<file path="src/inc/oag_pkg.sv">
// constants and types shared by the operand address generator
package oag_pkg;

  localparam int unsigned ADDR_W     = 14;
  localparam int unsigned BYTE_W     = 8;
  localparam logic [13:0] PC_RESET   = 14'h3ffd;
  localparam logic [13:0] PC_STEP    = 14'h0001;
  localparam logic [9:0]  TINY_PAD   = 10'h000;
  localparam logic [8:0]  SHORT_PAD  = 9'h000;
  localparam logic [5:0]  DIR_PAD    = 6'h00;

  // opcode groups, low bits carry tiny or short address or bit number
  localparam logic [7:0] OPC_BRANCH_IF_BIT_LOW_BASE = 8'h00;
  localparam logic [7:0] OPC_BRANCH_IF_BIT_HIGH_BASE = 8'h08;
  localparam logic [7:0] OPC_BCOND_BASE = 8'h20;
  localparam logic [7:0] OPC_INC_TINY   = 8'h30;
  localparam logic [7:0] OPC_DEC_TINY   = 8'h40;
  localparam logic [7:0] OPC_ADD_TINY   = 8'h50;
  localparam logic [7:0] OPC_SUB_TINY   = 8'h60;
  localparam logic [7:0] OPC_NOP        = 8'h70;
  localparam logic [7:0] OPC_ENTER_DEBUG_HALT       = 8'h71;
  localparam logic [7:0] OPC_INH_FIRST  = 8'h72;
  localparam logic [7:0] OPC_INH_LAST   = 8'h7f;
  localparam logic [7:0] OPC_CLR_SHORT  = 8'h80;
  localparam logic [7:0] OPC_LDA_SHORT  = 8'ha0;
  localparam logic [7:0] OPC_STA_SHORT  = 8'hc0;
  localparam logic [7:0] OPC_LDA_LIT    = 8'he0;
  localparam logic [7:0] OPC_LDA_DIR    = 8'he1;
  localparam logic [7:0] OPC_STA_DIR    = 8'he2;
  localparam logic [7:0] OPC_COMPARE_BRANCH_EQUAL_DIR   = 8'he3;
  localparam logic [7:0] OPC_DECREMENT_BRANCH_NONZERO_DIR   = 8'he4;
  localparam logic [7:0] OPC_MOV_DD     = 8'he5;
  localparam logic [7:0] OPC_MOV_LD     = 8'he6;
  localparam logic [7:0] OPC_JMP_EXT    = 8'he7;
  localparam logic [7:0] OPC_JSR_EXT    = 8'he8;
  localparam logic [7:0] OPC_ADD_LIT    = 8'he9;
  localparam logic [7:0] OPC_COMPARE_BRANCH_EQUAL_LIT   = 8'hea;

  typedef enum logic [2:0] {
    OAG_MODE_NONE  = 3'b000,
    OAG_MODE_LIT   = 3'b001,
    OAG_MODE_TINY  = 3'b010,
    OAG_MODE_SHORT = 3'b011,
    OAG_MODE_DIR   = 3'b100,
    OAG_MODE_EXT   = 3'b101
  } oag_mode_t;

  typedef enum logic [4:0] {
    OAG_OP_INC   = 5'h00,
    OAG_OP_DEC   = 5'h01,
    OAG_OP_ADD   = 5'h02,
    OAG_OP_SUB   = 5'h03,
    OAG_OP_CLR   = 5'h04,
    OAG_OP_LDA   = 5'h05,
    OAG_OP_STA   = 5'h06,
    OAG_OP_BRANCH_IF_BIT_LOW = 5'h07,
    OAG_OP_BRANCH_IF_BIT_HIGH = 5'h08,
    OAG_OP_BCOND = 5'h09,
    OAG_OP_COMPARE_BRANCH_EQUAL  = 5'h0a,
    OAG_OP_DECREMENT_BRANCH_NONZERO  = 5'h0b,
    OAG_OP_MOV   = 5'h0c,
    OAG_OP_JMP   = 5'h0d,
    OAG_OP_JSR   = 5'h0e,
    OAG_OP_NOP   = 5'h0f,
    OAG_OP_ENTER_DEBUG_HALT  = 5'h10,
    OAG_OP_INH   = 5'h11,
    OAG_OP_ILL   = 5'h12
  } oag_op_t;

  typedef enum logic [2:0] {
    OAG_ST_OPCODE = 3'b000,
    OAG_ST_PLAN   = 3'b001,
    OAG_ST_BYTE1  = 3'b010,
    OAG_ST_BYTE2  = 3'b011,
    OAG_ST_REL    = 3'b100,
    OAG_ST_EXEC   = 3'b101
  } oag_state_t;

endpackage : oag_pkg

</file>
<file path="src/inc/oag_dec_if.sv">
// opcode to addressing plan carrier between sequencer and decoder
`timescale 1ns/1ps
interface oag_dec_if;
  import oag_pkg::*;
  logic [7:0] opcode;
  oag_op_t    op;
  oag_mode_t  src_mode;
  oag_mode_t  dst_mode;
  logic       has_rel;
  logic       illegal;

  modport dec (input opcode, output op, src_mode, dst_mode, has_rel,
               illegal);
  modport seq (output opcode, input op, src_mode, dst_mode, has_rel,
               illegal);
endinterface : oag_dec_if

</file>
<file path="src/hdl/oag_decode.sv">
// combinational opcode decoder for the operand address generator
`timescale 1ns/1ps
module oag_decode
  import oag_pkg::*;
(
  oag_dec_if.dec d
);

  always_comb begin
    d.op       = OAG_OP_ILL;
    d.src_mode = OAG_MODE_NONE;
    d.dst_mode = OAG_MODE_NONE;
    d.has_rel  = 1'b0;
    d.illegal  = 1'b0;
    // (RULE_14) one opcode per mode
    if (d.opcode[7:4] == OPC_BRANCH_IF_BIT_LOW_BASE[7:4]) begin
      // (RULE_12) operand plus offset
      d.op       = d.opcode[3] ? OAG_OP_BRANCH_IF_BIT_HIGH : OAG_OP_BRANCH_IF_BIT_LOW;
      d.src_mode = OAG_MODE_DIR;
      d.has_rel  = 1'b1;
    end else if (d.opcode[7:4] == OPC_BCOND_BASE[7:4]) begin
      d.op      = OAG_OP_BCOND;
      d.has_rel = 1'b1;
    end else if (d.opcode[7:4] == OPC_INC_TINY[7:4] ||
                 d.opcode[7:4] == OPC_DEC_TINY[7:4] ||
                 d.opcode[7:4] == OPC_ADD_TINY[7:4] ||
                 d.opcode[7:4] == OPC_SUB_TINY[7:4]) begin
      // (RULE_05) tiny only for four ops
      d.src_mode = OAG_MODE_TINY;
      unique case (d.opcode[7:4])
        OPC_INC_TINY[7:4]: d.op = OAG_OP_INC;
        OPC_DEC_TINY[7:4]: d.op = OAG_OP_DEC;
        OPC_ADD_TINY[7:4]: d.op = OAG_OP_ADD;
        default:           d.op = OAG_OP_SUB;
      endcase
    end else if (d.opcode >= OPC_INH_FIRST &&
                 d.opcode <= OPC_INH_LAST) begin
      // (RULE_13) internal registers only
      d.op = OAG_OP_INH;
    end else if (d.opcode == OPC_NOP) begin
      // (RULE_13) no operands at all
      d.op = OAG_OP_NOP;
    end else if (d.opcode == OPC_ENTER_DEBUG_HALT) begin
      d.op = OAG_OP_ENTER_DEBUG_HALT;
    end else if (d.opcode[7:5] == OPC_CLR_SHORT[7:5] ||
                 d.opcode[7:5] == OPC_LDA_SHORT[7:5] ||
                 d.opcode[7:5] == OPC_STA_SHORT[7:5]) begin
      // (RULE_07) short only for three ops
      d.src_mode = OAG_MODE_SHORT;
      unique case (d.opcode[7:5])
        OPC_CLR_SHORT[7:5]: d.op = OAG_OP_CLR;
        OPC_LDA_SHORT[7:5]: d.op = OAG_OP_LDA;
        default:            d.op = OAG_OP_STA;
      endcase
    end else begin
      unique case (d.opcode)
        OPC_LDA_LIT: begin
          d.op       = OAG_OP_LDA;
          d.src_mode = OAG_MODE_LIT;
        end
        OPC_ADD_LIT: begin
          d.op       = OAG_OP_ADD;
          d.src_mode = OAG_MODE_LIT;
        end
        OPC_LDA_DIR: begin
          d.op       = OAG_OP_LDA;
          d.src_mode = OAG_MODE_DIR;
        end
        OPC_STA_DIR: begin
          d.op       = OAG_OP_STA;
          d.src_mode = OAG_MODE_DIR;
        end
        OPC_COMPARE_BRANCH_EQUAL_DIR, OPC_COMPARE_BRANCH_EQUAL_LIT: begin
          d.op       = OAG_OP_COMPARE_BRANCH_EQUAL;
          d.src_mode = (d.opcode == OPC_COMPARE_BRANCH_EQUAL_LIT) ? OAG_MODE_LIT
                                                  : OAG_MODE_DIR;
          d.has_rel  = 1'b1;
        end
        OPC_DECREMENT_BRANCH_NONZERO_DIR: begin
          d.op       = OAG_OP_DECREMENT_BRANCH_NONZERO;
          d.src_mode = OAG_MODE_DIR;
          d.has_rel  = 1'b1;
        end
        // (RULE_11) separate source and destination
        OPC_MOV_DD, OPC_MOV_LD: begin
          d.op       = OAG_OP_MOV;
          d.src_mode = (d.opcode == OPC_MOV_LD) ? OAG_MODE_LIT
                                                : OAG_MODE_DIR;
          d.dst_mode = OAG_MODE_DIR;
        end
        // (RULE_10) extended only for jumps
        OPC_JMP_EXT, OPC_JSR_EXT: begin
          d.op       = (d.opcode == OPC_JSR_EXT) ? OAG_OP_JSR
                                                 : OAG_OP_JMP;
          d.src_mode = OAG_MODE_EXT;
        end
        default: d.illegal = 1'b1;
      endcase
    end
  end

endmodule : oag_decode

</file>
<file path="src/hdl/oag_top.sv">
// operand and branch target address sequencer
// What this block does
// (RULE_01) taken branch: pc plus sign-extended offset, else run on sequentially
// (RULE_02) branch base is the address after the last branch byte
// (RULE_03) literal operand is the single 8-bit byte after the opcode
// (RULE_04) tiny address: low four opcode bits with ten zero bits above
// (RULE_05) tiny mode exists only for increment, decrement, add, subtract
// (RULE_06) short address: low five opcode bits with nine zero bits above
// (RULE_07) short mode exists only for clear, load and store accumulator
// (RULE_08) direct address: one byte after opcode with six zero bits above
// (RULE_09) extended address: low 14 bits of the two following bytes
// (RULE_10) extended mode exists only for absolute jump and call
// (RULE_11) moves locate source and destination by separate modes
// (RULE_12) bit branches, compare and decrement branches add a relative offset
// (RULE_13) implied ops fetch no address bytes; nop and debug halt none at all
// (RULE_14) every mode variant of an operation has its own opcode
// (RULE_15) program counter is 14 bits, addressing the next fetch
// (RULE_16) branch target sum wraps within 14 bits
`timescale 1ns/1ps
module oag_top
  import oag_pkg::*;
(
  input  wire logic        core_clk,
  input  wire logic        sys_rst,
  output logic             fetch_req,
  output logic [13:0]      fetch_addr,
  input  wire logic        fetch_valid,
  input  wire logic [7:0]  fetch_data,
  output logic             exec_valid,
  output oag_op_t          exec_op,
  output oag_mode_t        exec_src_mode,
  output oag_mode_t        exec_dst_mode,
  output logic [13:0]      exec_src_addr,
  output logic [13:0]      exec_dst_addr,
  output logic [7:0]       exec_literal,
  output logic [13:0]      exec_rel_target,
  output logic [13:0]      exec_jump_target,
  output logic             exec_illegal,
  input  wire logic        exec_done,
  input  wire logic        branch_taken
);

  typedef struct packed {
    oag_state_t  state;
    logic [13:0] pc;
    logic [7:0]  opcode;
    oag_op_t     op;
    oag_mode_t   src_mode;
    oag_mode_t   dst_mode;
    logic        has_rel;
    logic        illegal;
    logic [13:0] src_addr;
    logic [13:0] dst_addr;
    logic [7:0]  literal;
    logic [5:0]  ext_high;
    logic [13:0] rel_target;
    logic [13:0] jump_target;
  } oag_regs_t;

  oag_regs_t   s_reg;
  oag_regs_t   s_next;
  logic [13:0] pc_inc;
  logic [13:0] rel_sext;
  oag_dec_if   dec_bus ();

  assign dec_bus.opcode = s_reg.opcode;

  oag_decode u_decode (
    .d (dec_bus.dec)
  );

  // (RULE_15) pc steps per accepted byte
  assign pc_inc   = s_reg.pc + PC_STEP;
  assign rel_sext = {{(ADDR_W - BYTE_W){fetch_data[7]}}, fetch_data};

  always_comb begin
    s_next = s_reg;
    unique case (s_reg.state)
      OAG_ST_OPCODE: begin
        if (fetch_valid) begin
          s_next.opcode = fetch_data;
          s_next.pc     = pc_inc;
          s_next.state  = OAG_ST_PLAN;
        end
      end
      OAG_ST_PLAN: begin
        s_next.op       = dec_bus.op;
        s_next.src_mode = dec_bus.src_mode;
        s_next.dst_mode = dec_bus.dst_mode;
        s_next.has_rel  = dec_bus.has_rel;
        s_next.illegal  = dec_bus.illegal;
        s_next.src_addr = '0;
        s_next.dst_addr = '0;
        s_next.literal  = '0;
        // (RULE_04) tiny zero extension
        if (dec_bus.src_mode == OAG_MODE_TINY) begin
          s_next.src_addr = {TINY_PAD, s_reg.opcode[3:0]};
        end
        // (RULE_06) short zero extension
        if (dec_bus.src_mode == OAG_MODE_SHORT) begin
          s_next.src_addr = {SHORT_PAD, s_reg.opcode[4:0]};
        end
        // (RULE_13) implied ops skip operand fetch
        if (dec_bus.src_mode == OAG_MODE_LIT ||
            dec_bus.src_mode == OAG_MODE_DIR ||
            dec_bus.src_mode == OAG_MODE_EXT) begin
          s_next.state = OAG_ST_BYTE1;
        end else if (dec_bus.dst_mode == OAG_MODE_DIR) begin
          s_next.state = OAG_ST_BYTE2;
        end else if (dec_bus.has_rel) begin
          s_next.state = OAG_ST_REL;
        end else begin
          s_next.state = OAG_ST_EXEC;
        end
      end
      OAG_ST_BYTE1: begin
        if (fetch_valid) begin
          s_next.pc = pc_inc;
          unique case (s_reg.src_mode)
            // (RULE_03) literal byte after opcode
            OAG_MODE_LIT: s_next.literal = fetch_data;
            // (RULE_08) direct zero extension
            OAG_MODE_DIR: s_next.src_addr = {DIR_PAD, fetch_data};
            default:      s_next.ext_high = fetch_data[5:0];
          endcase
          if (s_reg.src_mode == OAG_MODE_EXT ||
              s_reg.dst_mode == OAG_MODE_DIR) begin
            s_next.state = OAG_ST_BYTE2;
          end else if (s_reg.has_rel) begin
            s_next.state = OAG_ST_REL;
          end else begin
            s_next.state = OAG_ST_EXEC;
          end
        end
      end
      OAG_ST_BYTE2: begin
        if (fetch_valid) begin
          s_next.pc = pc_inc;
          if (s_reg.src_mode == OAG_MODE_EXT) begin
            // (RULE_09) low 14 bits of two bytes
            s_next.jump_target = {s_reg.ext_high, fetch_data};
          end else begin
            // (RULE_11) destination direct address
            s_next.dst_addr = {DIR_PAD, fetch_data};
          end
          s_next.state = s_reg.has_rel ? OAG_ST_REL : OAG_ST_EXEC;
        end
      end
      OAG_ST_REL: begin
        if (fetch_valid) begin
          s_next.pc = pc_inc;
          // (RULE_02) base after last byte
          // (RULE_16) sum wraps in 14 bits
          s_next.rel_target = pc_inc + rel_sext;
          s_next.state      = OAG_ST_EXEC;
        end
      end
      OAG_ST_EXEC: begin
        if (exec_done) begin
          s_next.state = OAG_ST_OPCODE;
          if (s_reg.src_mode == OAG_MODE_EXT) begin
            // (RULE_10) jump loads pc
            s_next.pc = s_reg.jump_target;
          end else if (s_reg.has_rel && branch_taken) begin
            // (RULE_01) taken branch redirects fetch
            s_next.pc = s_reg.rel_target;
          end
        end
      end
      default: s_next.state = OAG_ST_OPCODE;
    endcase
  end

  always_ff @(posedge core_clk or posedge sys_rst) begin
    if (sys_rst) begin
      s_reg             <= '0;
      s_reg.state       <= OAG_ST_OPCODE;
      s_reg.pc          <= PC_RESET;
      s_reg.op          <= OAG_OP_NOP;
      s_reg.src_mode    <= OAG_MODE_NONE;
      s_reg.dst_mode    <= OAG_MODE_NONE;
    end else begin
      s_reg <= s_next;
    end
  end

  // fetch request stays up in any byte-collecting state
  assign fetch_req = (s_reg.state == OAG_ST_OPCODE) ||
                     (s_reg.state == OAG_ST_BYTE1)  ||
                     (s_reg.state == OAG_ST_BYTE2)  ||
                     (s_reg.state == OAG_ST_REL);
  assign fetch_addr       = s_reg.pc;
  assign exec_valid       = (s_reg.state == OAG_ST_EXEC);
  assign exec_op          = s_reg.op;
  assign exec_src_mode    = s_reg.src_mode;
  assign exec_dst_mode    = s_reg.dst_mode;
  assign exec_src_addr    = s_reg.src_addr;
  assign exec_dst_addr    = s_reg.dst_addr;
  assign exec_literal     = s_reg.literal;
  assign exec_rel_target  = s_reg.rel_target;
  assign exec_jump_target = s_reg.jump_target;
  assign exec_illegal     = s_reg.illegal;

endmodule : oag_top

</file>
<file path="config.mk">
export PLATFORM = sky130hd
export DESIGN_NAME = oag_top
export DESIGN_NICKNAME = d
export VERILOG_FILES = /design/src/inc/oag_pkg.sv /design/src/inc/oag_dec_if.sv /design/src/hdl/oag_decode.sv /design/src/hdl/oag_top.sv
export SDC_FILE = /design/constraint.sdc
export NUM_CORES = 1
export LEC_CHECK = 0
export BUFFER_PORTS_ARGS = -buffer_cell sky130_fd_sc_hd__clkbuf_2
export CAP_MARGIN = 20
export CORE_MARGIN = 5
export CORE_UTILIZATION = 39
export CTS_CLUSTER_DIAMETER = 60
export DETAILED_ROUTE_END_ITERATION = 10
export GPL_TIMING_DRIVEN = 1
export PLACE_DENSITY = 0.61
export SLEW_MARGIN = 10
export SYNTH_ARGS = -nofsm -noshare
export SYNTH_HDL_FRONTEND = slang
export SYNTH_SLANG_ARGS = --single-unit
</file>
<file path="constraint.sdc">
create_clock -name core_clk -period 8.2 [get_ports core_clk]
set_clock_uncertainty 0.05 [all_clocks]
set_input_delay 0 -clock core_clk [delete_from_list [all_inputs] [get_ports core_clk]]
set_output_delay 0 -clock core_clk [all_outputs]
set_load 0.005 [all_outputs]
</file>
==> metrics.txt <==
status=complete, no violations; maximum VDD drop=0.177 mV; Seq pwr share=0.361; top post-synthesis cells by area=dfrtp_1 (31%), buf_4 (11%), dfstp_2 (7.2%); Period minus WS final=3.20 ns; remaining global-route overflow=0; Root Buffer=clkbuf_16; Tcrit/Tclk final=0.390; asr flop ratio synth=1.00; Seq/Total Area, Yosys=0.382; cell accounting for the most synthesized area=dfrtp_1; via count=4786; drc violations=0; Worst slew margin=0.367; Yosys Warn Count=0; largest net degree at the start of global routing=63; clock share of power=0.190; H-tree depth=3; number of synthesized register bits=94; Least-Margin Pin Slew=0.949 ns; Setup Buffers After CTS=0; first drt pass iteration count=4; antenna violations before repair=0; Int Power=1340 uW; Worst Hold Class=in2reg; via/cell ratio=5.38; sw power=987 uW; CTS Hold Bufs=3; initial drt markers=217; Clock Pin Slew Worst Setup and Hold Paths=0.07 ns; pwr/cell area=356 nW/um2; Worst Setup End Kind=flop; Setup TNS=0 ns; CP Class=reg2reg; f_max=313 MHz; post-synthesis cell type count=75; Crit path required time=8.44 ns; fin util=0.415; ANT cells=0; Initial Utilization=0.394; first-pass GRT wire length=26000 um; total CTS buffers=9; Top Ports=105; Leakage Power=0.00298 uW; global-route usage over all layers=0.181; final net count=696; row count=46; Die Area=18600 um2; switching share of power=0.425; Data arrival, critical path=3.43 ns; # port buffers=90; fraction of layout cells with a size suffix above 1=0.251; Layout area overhead=5.17%; Post-synth EDFFs=0; filler cell count=1634; CTS tree=built; Max Root-Sink Buffers=2; RSZ-0062 raised after global routing=false; Final Instance Area=6540 um2; Avg Inst Size Synth=9.28 um2; top cell type's share of synthesized area=0.310; commonest non-fill, non-tap cell in the layout=clkbuf_2; Die W=136 um; routability cong.=0.892; most used flip-flop cell after synthesis=dfrtp_1; vias in the first global route=4687; Design Power=2330 uW; CP startpoint kind=flop; max-slew violation count=0; Detail Placement HPWL=12000 um; core outline area=15800 um2; Wirelength per Cell=18.5 um; cts repair resizes=0; commonest non-fill, non-tap cells in the layout=clkbuf_2 (90), dfrtp_1 (77), nand2_1 (67); final setup fails=0; Chip Height=136 um; Syn Inst Count=670; Gate power share=0.449; max cap viols=0; DRT antenna net count=0; final hold vios=0; CP max FO=7; worst skew pair latency=0.35 ns; cell area after synthesis=6220 um2; clk sinks=94; final wirelength=16500 um; placed inst area=6190 um2
cell usage after synthesis (17+ instances only):
master    number
a21oi_1       23
a22o_1        22
buf_4         91
clkbuf_1      18
dfrtp_1       77
dfstp_2       17
inv_1         21
mux2_2        27
nand2_1       67
nand3_1       21
nor2_1        30
o21ai_0       32
cell families (layout without fill, tap and decap cells):
family          count (synthesis)  after routing  share of synthesized area
flops                          94             94                      0.382
fa+ha+maj                      16             16                     0.0330
buf+inv                       146            136                      0.147
xor+xnor                       22             22                     0.0310
mux                            46             46                     0.0805
other cells                     1             14                   0.000603
simple gates                  178            178                      0.142
compound gates                167            167                      0.185
layer usage:
layer / share of wire / GRT usage / wire (um) / up-vias
met5: 0 / 0 / 0 / -
met4: 0.022 / 0.0588 / 357 / 0
met3: 0.053 / 0.0448 / 868 / 25
met2: 0.48 / 0.295 / 7860 / 140
met1: 0.45 / 0.237 / 7400 / 2355
li1: - / - / - / 2266
final timing paths:
| check | start | to | slack [ns] | cells after the start |
|---|---|---|---|---|
| max in group asynchronous | sys_rst | exec_jump_target[0] | 6.68 | 4 |
| min in group asynchronous | sys_rst | exec_dst_addr[3] | 0.19 | 3 |
| worst max-delay path | fetch_addr[0] | exec_rel_target[13] | 5.00 | 11 |
| worst min-delay path | fetch_data[0] | dec_bus.opcode[0] | 0.02 | 3 |
| worst max register to register | fetch_addr[0] | exec_rel_target[13] | 5.00 | 11 |
| worst min register to register | exec_op[4] | exec_op[4] | 0.43 | 2 |
area by class of cell:
type | instances | area (um2) | area share
multi-input cells | 443 | 2980 | 0.456
clock inverters | 4 | 55.1 | 0.00842
repair buffers | 98 | 518 | 0.0792
flip-flops and latches | 94 | 2370 | 0.363
inverters | 22 | 83.8 | 0.0128
well taps | 216 | 270 | 0.0413
clock buffers | 12 | 256 | 0.0392
stage by stage:
step           hold WS [ns]  worst slack [ns]  cells
2_1_floorplan        0.0668              5.33    683
3_3_place_gp         0.0241              5.11    869
3_5_place_dp         0.0363              5.04    869
4_1_cts              0.0149              5.01    888
5_1_grt              0.0299              4.75    889
6_report             0.0158              5.00    889
power groups by stage:
stage	clock (uW)	combinational (uW)	sequential (uW)
after floorplan	0	969	715
after global placement	0	1030	833
after detailed placement	0	1050	843
after CTS	456	1050	835
after global routing	476	1170	864
final	442	1040	839
worst max-delay path, stage by stage (launching register included):
cell      delay, ns
dfstp_2        0.59
ha_1           0.29
inv_1          0.12
nor3_1         0.40
and3_1         0.26
xor2_1         0.08
ha_1           0.40
nand4_1        0.12
a211oi_1       0.27
o211ai_1       0.17
a211o_1        0.31
nand3_1        0.07
(Power assumes the default switching activity.)
